<file path="config.mk">
export PLATFORM = sky130hd
export DESIGN_NAME = udc_counter
export DESIGN_NICKNAME = d
export VERILOG_FILES = /design/src/pkg/udc_pkg.sv /design/src/pkg/udc_eval_if.sv /design/src/logic/udc_counter.sv /design/src/logic/udc_sync_edge.sv /design/src/logic/udc_thresh_eval.sv
export SDC_FILE = /design/constraint.sdc
export NUM_CORES = 1
export LEC_CHECK = 0
export BUFFER_PORTS_ARGS = -buffer_cell sky130_fd_sc_hd__buf_4
export CAP_MARGIN = 25
export CORE_MARGIN = 2
export CORE_UTILIZATION = 40
export CTS_CLUSTER_SIZE = 25
export DETAILED_ROUTE_END_ITERATION = 8
export MAX_ROUTING_LAYER = met4
export PLACE_DENSITY_LB_ADDON = 0.05
export SYNTH_ARGS = -nofsm -noshare
export SYNTH_HDL_FRONTEND = slang
export SYNTH_HIERARCHICAL = 1
export SYNTH_SLANG_ARGS = --single-unit
</file>
<file path="constraint.sdc">
create_clock -name clk_in -period 11.5 [get_ports clk_in]
set_input_delay 2.3 -clock clk_in [delete_from_list [all_inputs] [get_ports clk_in]]
set_output_delay 2.3 -clock clk_in [all_outputs]
set_load 0.1 [all_outputs]
</file>
<file path="src/pkg/udc_pkg.sv">
// Purpose: Shared constants for the up/down threshold counter
// Assumes: 250 MHz core clock, plain register port
// Notes:   Counts and thresholds are six decimal digits wide in range
`default_nettype none
package udc_pkg;
  // ==========================================================
  // Widths
  localparam int unsigned ADDR_W   = 8;
  localparam int unsigned DATA_W   = 32;
  localparam int unsigned CNT_W    = 20;
  localparam int unsigned EXT_W    = 32;
  localparam int unsigned SYNC_N   = 4;

  // ==========================================================
  // Value range
  localparam logic [CNT_W-1:0] CNT_ZERO = 20'h00000;
  localparam logic [CNT_W-1:0] THR_MAX  = 20'hF423F;
  localparam logic [CNT_W-1:0] CNT_ONE  = 20'h00001;

  // ==========================================================
  // Timing
  localparam int unsigned CLK_MHZ        = 250;
  localparam int unsigned SCAN_PERIOD_NS = 1000;
  localparam int unsigned SCAN_CYCLES    = (SCAN_PERIOD_NS * CLK_MHZ) / 1000;
  localparam int unsigned SCAN_W         = 12;

  // ==========================================================
  // Register offsets
  localparam logic [ADDR_W-1:0] OFS_CTRL   = 8'h00;
  localparam logic [ADDR_W-1:0] OFS_ON     = 8'h04;
  localparam logic [ADDR_W-1:0] OFS_OFF    = 8'h08;
  localparam logic [ADDR_W-1:0] OFS_COUNT  = 8'h0C;
  localparam logic [ADDR_W-1:0] OFS_STATUS = 8'h10;

  // ==========================================================
  // Control fields
  localparam int unsigned CTRL_RETAIN  = 0;
  localparam int unsigned CTRL_ON_EXT  = 1;
  localparam int unsigned CTRL_OFF_EXT = 2;
  localparam int unsigned CTRL_W       = 3;

  // ==========================================================
  // Status fields
  localparam int unsigned STAT_Q       = 0;
  localparam int unsigned STAT_CLEAR   = 1;
  localparam int unsigned STAT_PFAIL   = 2;

  // ==========================================================
  // Reset values
  localparam logic [CTRL_W-1:0] CTRL_RST = 3'h0;
  localparam logic [CNT_W-1:0]  ON_RST   = 20'h00000;
  localparam logic [CNT_W-1:0]  OFF_RST  = 20'h00000;
endpackage : udc_pkg
`default_nettype wire

</file>
<file path="src/pkg/udc_eval_if.sv">
// Purpose: Carries count, thresholds and output state to the evaluator
// Assumes: Single clock domain
// Notes:   ctrl drives inputs, eval returns the clamped thresholds and next output
`default_nettype none
interface udc_eval_if;
  logic [udc_pkg::CNT_W-1:0]        count;
  logic [udc_pkg::CNT_W-1:0]        on_fix;
  logic [udc_pkg::CNT_W-1:0]        off_fix;
  logic signed [udc_pkg::EXT_W-1:0] on_ext;
  logic signed [udc_pkg::EXT_W-1:0] off_ext;
  logic                             on_sel_ext;
  logic                             off_sel_ext;
  logic                             q_prev;
  logic [udc_pkg::CNT_W-1:0]        on_eff;
  logic [udc_pkg::CNT_W-1:0]        off_eff;
  logic                             q_next;

  modport ctrl (
    output count, on_fix, off_fix, on_ext, off_ext, on_sel_ext, off_sel_ext, q_prev,
    input  on_eff, off_eff, q_next
  );
  modport eval (
    input  count, on_fix, off_fix, on_ext, off_ext, on_sel_ext, off_sel_ext, q_prev,
    output on_eff, off_eff, q_next
  );
endinterface : udc_eval_if
`default_nettype wire

</file>
<file path="src/logic/udc_counter.sv">
// Purpose: Up/down pulse counter with threshold-driven switching output
// Assumes: Pins are asynchronous and pass two flip-flops; live thresholds come from same-clock logic
// Notes:   Register port answers reads one cycle later; unmapped reads return zero
`default_nettype none
module udc_counter (
  // Clock and reset
  input  wire logic                                clk_in,
  input  wire logic                                rst_in,
  // Register port
  input  wire logic [udc_pkg::ADDR_W-1:0]          addr_in,
  input  wire logic [udc_pkg::DATA_W-1:0]          wdata_in,
  input  wire logic                                wr_in,
  input  wire logic                                rd_in,
  output logic      [udc_pkg::DATA_W-1:0]          rdata_out,
  // Circuit inputs, asynchronous
  input  wire logic                                fast_pulse_pins_in,
  input  wire logic                                dir_in,
  input  wire logic                                count_clear_in,
  input  wire logic                                power_fail_in,
  // Live threshold sources, same clock
  input  wire logic signed [udc_pkg::EXT_W-1:0]    on_ext_in,
  input  wire logic signed [udc_pkg::EXT_W-1:0]    off_ext_in,
  // Results
  output logic                                     switch_out,
  output logic      [udc_pkg::CNT_W-1:0]           count_out
);
  // ==========================================================
  // Pin synchronisers
  localparam int unsigned P_PULSE = 0;
  localparam int unsigned P_DIR   = 1;
  localparam int unsigned P_CLEAR = 2;
  localparam int unsigned P_PFAIL = 3;

  logic [udc_pkg::SYNC_N-1:0] pin_level;
  logic [udc_pkg::SYNC_N-1:0] pin_rise;

  // One shared synchroniser, so all four pins age alike
  udc_sync_edge #(
    .N         (udc_pkg::SYNC_N)
  ) u_sync (
    .clk_in    (clk_in),
    .rst_in    (rst_in),
    .pin_in    ({power_fail_in, count_clear_in, dir_in, fast_pulse_pins_in}),
    .level_out (pin_level),
    .rise_out  (pin_rise)
  );

  logic pulse_rise;
  logic dir_down;
  logic clear_hold;
  logic pfail_hold;
  logic pfail_rise;

  assign pulse_rise = pin_rise[P_PULSE];
  assign dir_down   = pin_level[P_DIR];
  assign clear_hold = pin_level[P_CLEAR];
  assign pfail_hold = pin_level[P_PFAIL];
  assign pfail_rise = pin_rise[P_PFAIL];

  // ==========================================================
  // Control registers
  logic [udc_pkg::CTRL_W-1:0] ctrl_q, ctrl_d;
  logic [udc_pkg::CNT_W-1:0]  on_q, on_d;
  logic [udc_pkg::CNT_W-1:0]  off_q, off_d;

  // Out-of-range writes clamp rather than drop, so software
  // never loses a threshold write without trace
  function automatic logic [udc_pkg::CNT_W-1:0] clamp_wr(input logic [udc_pkg::DATA_W-1:0] v);
    logic [udc_pkg::CNT_W-1:0] r;
    r = udc_pkg::THR_MAX;
    if (v <= {12'h000, udc_pkg::THR_MAX}) begin
      r = v[udc_pkg::CNT_W-1:0];
    end
    return r;
  endfunction

  always_comb begin
    ctrl_d = ctrl_q;
    on_d   = on_q;
    off_d  = off_q;
    if (wr_in) begin
      unique case (addr_in)
        udc_pkg::OFS_CTRL: begin
          ctrl_d = wdata_in[udc_pkg::CTRL_W-1:0];
        end
        udc_pkg::OFS_ON: begin
          on_d = clamp_wr(wdata_in);
        end
        udc_pkg::OFS_OFF: begin
          off_d = clamp_wr(wdata_in);
        end
        default: begin
          ctrl_d = ctrl_q;
        end
      endcase
    end
  end

  always_ff @(posedge clk_in) begin
    if (rst_in) begin
      ctrl_q <= udc_pkg::CTRL_RST;
      on_q   <= udc_pkg::ON_RST;
      off_q  <= udc_pkg::OFF_RST;
    end else begin
      ctrl_q <= ctrl_d;
      on_q   <= on_d;
      off_q  <= off_d;
    end
  end

  // Retention spares the count only; the output still drops
  logic retain;
  assign retain = ctrl_q[udc_pkg::CTRL_RETAIN];

  // ==========================================================
  // Scan cycle timer
  // Fixed period, not writable, so software cannot stretch
  // the scan under a running count
  localparam logic [udc_pkg::SCAN_W-1:0] SCAN_LAST = udc_pkg::SCAN_W'(udc_pkg::SCAN_CYCLES - 1);

  logic [udc_pkg::SCAN_W-1:0] scan_q, scan_d;
  logic                       scan_tick;

  always_comb begin
    scan_tick = (scan_q == SCAN_LAST);
    scan_d    = scan_tick ? '0 : scan_q + 12'h001;
  end

  always_ff @(posedge clk_in) begin
    if (rst_in) begin
      scan_q <= '0;
    end else begin
      scan_q <= scan_d;
    end
  end

  // ==========================================================
  // Count state
  // Saturates at the range ends rather than wrapping, so a stray
  // extra edge never flips a high count to zero.
  logic [udc_pkg::CNT_W-1:0] count_q, count_d;
  logic                      step_en;
  logic                      lose_count;
  logic                      at_top;
  logic                      at_bottom;

  // Edges seen while the supply fails are dropped: the pin
  // may glitch as the rail falls
  always_comb begin
    step_en    = pulse_rise && !pfail_hold;
    lose_count = pfail_rise && !retain;
    at_top     = (count_q == udc_pkg::THR_MAX);
    at_bottom  = (count_q == udc_pkg::CNT_ZERO);
  end

  always_comb begin
    count_d = count_q;
    if (clear_hold) begin
      count_d = udc_pkg::CNT_ZERO;
    end else if (lose_count) begin
      count_d = udc_pkg::CNT_ZERO;
    end else if (step_en) begin
      if (!dir_down) begin
        if (!at_top) begin
          count_d = count_q + udc_pkg::CNT_ONE;
        end
      end else begin
        if (!at_bottom) begin
          count_d = count_q - udc_pkg::CNT_ONE;
        end
      end
    end
  end

  always_ff @(posedge clk_in) begin
    if (rst_in) begin
      count_q <= udc_pkg::CNT_ZERO;
    end else begin
      count_q <= count_d;
    end
  end

  // ==========================================================
  // Threshold evaluation
  // Live thresholds come from same-clock logic, so they need
  // no synchroniser
  udc_eval_if ev ();

  logic q_q, q_d;
  logic q_eval;

  assign ev.count       = count_q;
  assign ev.on_fix      = on_q;
  assign ev.off_fix     = off_q;
  assign ev.on_ext      = on_ext_in;
  assign ev.off_ext     = off_ext_in;
  assign ev.on_sel_ext  = ctrl_q[udc_pkg::CTRL_ON_EXT];
  assign ev.off_sel_ext = ctrl_q[udc_pkg::CTRL_OFF_EXT];
  assign ev.q_prev      = q_q;

  udc_thresh_eval u_eval (
    .ev (ev.eval)
  );

  // The evaluator settles every cycle; only the tick lets its
  // answer through, which is what allows overshoot
  always_comb begin
    q_eval = scan_tick ? ev.q_next : q_q;
  end

  always_comb begin
    q_d = q_eval;
    if (clear_hold) begin
      q_d = 1'b0;
    end else if (pfail_hold) begin
      q_d = 1'b0;
    end
  end

  always_ff @(posedge clk_in) begin
    if (rst_in) begin
      q_q <= 1'b0;
    end else begin
      q_q <= q_d;
    end
  end

  // ==========================================================
  // Register read port
  logic [udc_pkg::DATA_W-1:0] rdata_q, rdata_d;
  logic [udc_pkg::DATA_W-1:0] status_w;

  always_comb begin
    status_w = '0;
    status_w[udc_pkg::STAT_Q]     = q_q;
    status_w[udc_pkg::STAT_CLEAR] = clear_hold;
    status_w[udc_pkg::STAT_PFAIL] = pfail_hold;
  end

  // Idle reads return zero so a stuck strobe shows at once
  always_comb begin
    rdata_d = '0;
    if (rd_in) begin
      unique case (addr_in)
        udc_pkg::OFS_CTRL: begin
          rdata_d = {29'h00000000, ctrl_q};
        end
        udc_pkg::OFS_ON: begin
          rdata_d = {12'h000, ev.on_eff};
        end
        udc_pkg::OFS_OFF: begin
          rdata_d = {12'h000, ev.off_eff};
        end
        udc_pkg::OFS_COUNT: begin
          rdata_d = {12'h000, count_q};
        end
        udc_pkg::OFS_STATUS: begin
          rdata_d = status_w;
        end
        default: begin
          rdata_d = '0;
        end
      endcase
    end
  end

  always_ff @(posedge clk_in) begin
    if (rst_in) begin
      rdata_q <= '0;
    end else begin
      rdata_q <= rdata_d;
    end
  end

  // ==========================================================
  // Outputs, all from flops
  assign rdata_out  = rdata_q;
  assign switch_out = q_q;
  assign count_out  = count_q;
endmodule : udc_counter
`default_nettype wire

</file>
<file path="src/logic/udc_sync_edge.sv">
// Purpose: Two-stage synchroniser with rising-edge detect per pin
// Assumes: Inputs asynchronous to clk_in
// Notes:   First stage is read only by the second
`default_nettype none
module udc_sync_edge #(
  parameter int unsigned N = 4
) (
  // Clock and reset
  input  wire logic         clk_in,
  input  wire logic         rst_in,
  // Pins
  input  wire logic [N-1:0] pin_in,
  // Synchronised view
  output logic      [N-1:0] level_out,
  output logic      [N-1:0] rise_out
);
  logic [N-1:0] meta_q, meta_d;
  logic [N-1:0] sync_q, sync_d;
  logic [N-1:0] last_q, last_d;

  // ==========================================================
  // Per-pin stages
  genvar i;
  generate
    for (i = 0; i < N; i++) begin : g_bit
      always_comb begin
        meta_d[i] = pin_in[i];
        sync_d[i] = meta_q[i];
        last_d[i] = sync_q[i];
        rise_out[i] = sync_q[i] & ~last_q[i];
      end
    end
  endgenerate

  always_ff @(posedge clk_in) begin
    if (rst_in) begin
      meta_q <= '0;
      sync_q <= '0;
      last_q <= '0;
    end else begin
      meta_q <= meta_d;
      sync_q <= sync_d;
      last_q <= last_d;
    end
  end

  assign level_out = sync_q;
endmodule : udc_sync_edge
`default_nettype wire

</file>
<file path="src/logic/udc_thresh_eval.sv">
// Purpose: Threshold source select, clamping and switching decision
// Assumes: Purely combinational, sampled by the caller once per scan
// Notes:   External values are signed and may lie far outside range
`default_nettype none
module udc_thresh_eval (
  // Evaluation link
  udc_eval_if.eval ev
);
  // ==========================================================
  // Clamp into the legal threshold range
  function automatic logic [udc_pkg::CNT_W-1:0] clamp_ext(input logic signed [udc_pkg::EXT_W-1:0] v);
    logic [udc_pkg::CNT_W-1:0] r;
    r = udc_pkg::CNT_ZERO;
    if (v < 0) begin
      r = udc_pkg::CNT_ZERO;
    end else if (v > $signed({12'h000, udc_pkg::THR_MAX})) begin
      r = udc_pkg::THR_MAX;
    end else begin
      r = v[udc_pkg::CNT_W-1:0];
    end
    return r;
  endfunction

  always_comb begin
    ev.on_eff  = ev.on_sel_ext  ? clamp_ext(ev.on_ext)  : ev.on_fix;
    ev.off_eff = ev.off_sel_ext ? clamp_ext(ev.off_ext) : ev.off_fix;
    ev.q_next  = ev.q_prev;
    if (ev.on_eff >= ev.off_eff) begin
      if (ev.count >= ev.on_eff) begin
        ev.q_next = 1'b1;
      end else if (ev.count < ev.off_eff) begin
        ev.q_next = 1'b0;
      end else begin
        ev.q_next = ev.q_prev;
      end
    end else begin
      ev.q_next = (ev.count >= ev.on_eff) && (ev.count < ev.off_eff);
    end
  end
endmodule : udc_thresh_eval
`default_nettype wire

</file>
==> flow_summary_export.csv <==
group,metric,value,unit
status,outcome,"finished clean",
clock_tree,numCtsBuffers,9,
detailed_routing,drc,0,
grt,grt_pass1_wl,36.9,mm
timing,finalWorstSetupSlack,5460,ps
timing,fmax,165,MHz
synth,syn_inst,953,
timing,final-hold-violation-count,0,
timing,finalCritPeriodShare,0.526,
final_layout,fin_area,0.00926,sq mm
power,comb_power_share,0.137,
worst_setup_path,start_kind,"input pin",
die,die_width,143,microns
final_layout,layout.nets,1264,
die,start_util,0.409,
clock_tree,cts_buffer_depth,2,
detailed_routing,wl_per_cell,18.1,microns
grt,antenna_found_initial,0,
timing,slew_viol_final,0,
final_layout,syn_to_final_growth,20.7,%
final_layout,num_antenna_cells,0,
clock_tree,htreeDepth,3,
final_layout,nFillCells,1923,
clock_tree,cts_setup_buffers,0,
clock_tree,holdBufCountCts,0,
worst_setup_path,crit_fanout,7,
clock_tree,root_buffer,"clkbuf_16",
power,power.density,88.1,mW/mm^2
grt,grt.total_usage,0.242,
power,ir_worst_vdd,0.0677,mV
power,leakagePower,4.06,nW
detailed_routing,viasPerCell,5.48,
clock_tree,clk_latency,360,ps
die,io_pins,165,
synth,avgSynthCellArea,8.05,sq um
timing,rsz0062_at_grt,"false",
grt,grt_max_degree,58,
place,dpl_cell_area,0.00892,sq mm
detailed_routing,route.antenna.remaining_nets,0,
timing,tightest_slew,996,ps
place,io_buffers,152,
timing,tns,0,ps
power,p_seq_frac,0.460,
timing,relSlewSlack,0.334,
detailed_routing,drt_iter0_drc,454,
clock_tree,cts_resized,0,
place,globalplace.congestion,0.892,
power,power_switching_share,0.296,
clock_tree,clk_pin_slew_worst_paths,80,ps
worst_hold_path,worstHoldPathType,"register to register",
synth,synth_area,0.00768,sq mm
die,dieArea,0.0203,sq mm
place,hpwl,18.8,mm
worst_setup_path,crit_required,11720,ps
die,core,0.0188,sq mm
worst_setup_path,cp-end-kind,"register",
synth,yosys_warnings,6,
clock_tree,cts_tree,"done",
place,dp_slack,5120,ps
die,fp.dieH,143,microns
clock_tree,numClockSinks,106,
detailed_routing,drt_wl_total,23.8,mm
timing,whs,443,ps
grt,grt_pass1_vias,6705,
power,pwr-share-clk,0.403,
power,p_switching,242,uW
timing,fin_skew,6.21,ps
worst_setup_path,worstPathArrival,6270,ps
detailed_routing,num_vias,7202,
detailed_routing,dr.pass1.iters,5,
die,num_rows,50,
grt,grt-ovfl-total,0,
final_layout,drive_above_1_share,0.222,
flow_run,maxCapViolCount,0,
power,power.internal,574,uW
timing,finalSetupViolCount,0,
timing,min_period,6040,ps
worst_setup_path,criticalPathCategory,"input pin to register",
## routing by layer
layer,up-vias,wire length (microns),track usage
li1,3638,-,-
met1,3338,11900,0.338
met2,208,10500,0.373
met3,18,1060,0.0333
met4,0,255,0.0526
met5,-,0,-
## final timing paths
check                                      start             endpoint  slack (ps)  depth (start not counted)
worst max-delay path               on_ext_in[12]           switch_out        5460                         20
worst min-delay path            u_sync/meta_q[1]  u_sync/level_out[1]         440                          1
worst max register to register         ctrl_q[2]           switch_out        7730                         14
worst min register to register  u_sync/meta_q[1]  u_sync/level_out[1]         440                          1
## layout by cell type (no fill, tap or decap), types with 12 or more instances in the layout
master      n
a21oi_1    53
xor2_1     14
a21o_1     21
buf_4     157
nand4_1    16
nor2b_1    22
nand2_1    51
mux2i_1    31
ha_1       75
a211oi_1   31
nor4_1     18
nor3_1     12
nand3_1    32
o21ai_0    19
dfxtp_1   106
inv_1      53
mux2_2     32
a22oi_1    22
nor2_1    146
conb_1     12
## critical path, stage by stage
cell and delay (ps):
buf_4 110, or4_1 560, nor4_1 250, a311oi_1 230, nand2b_1 290, nor2_1 130
nor2_1 50, mux2_2 290, inv_2 60, ha_1 210, nand2b_1 140, a21o_1 170
a21o_1 170, a21oi_1 160, o21ai_0 150, maj3_1 360, a221oi_1 300, a22oi_1 120
mux2i_1 160, nor4_1 60
## metrics by stage
stage                util  total power, mW  std cells
finish              0.493            0.816       1315
global route        0.493            0.846       1315
global placement    0.474            0.495       1297
detailed placement  0.475            0.495       1298
CTS                 0.492            0.824       1314
floorplan               -            0.451        964
## power groups by stage
stage | Sequential [mW] | Clock [mW] | Combinational, mW
detailed placement | 0.384 | 0 | 0.111
global route | 0.376 | 0.350 | 0.120
finish | 0.375 | 0.328 | 0.112
floorplan | 0.387 | 0 | 0.0632
CTS | 0.375 | 0.337 | 0.112
global placement | 0.384 | 0 | 0.112
## area by class of cell
cell class / instances / area [sq um] / share of cell area
Clock buffer: 9 / 225 / 0.0243
Clock inverter: 7 / 86.3 / 0.00932
Inverter: 59 / 221 / 0.0239
Multi-Input combinational cell: 741 / 5080 / 0.549
Sequential cell: 106 / 2120 / 0.229
Tap cell: 234 / 293 / 0.0316
Timing Repair Buffer: 159 / 1230 / 0.133
## registers in the layout (all words and copies together) (netlist names)
| signal | cells |
|---|---|
| count_out | 20 |
| ctrl_q | 3 |
| ev.off_fix | 20 |
| ev.on_fix | 20 |
| rdata_out | 20 |
| scan_q | 12 |
| switch_out | 1 |
| u_sync/last_q | 2 |
| u_sync/level_out | 4 |
| u_sync/meta_q | 4 |
No activity file was read; power rests on OpenSTA's default activity.
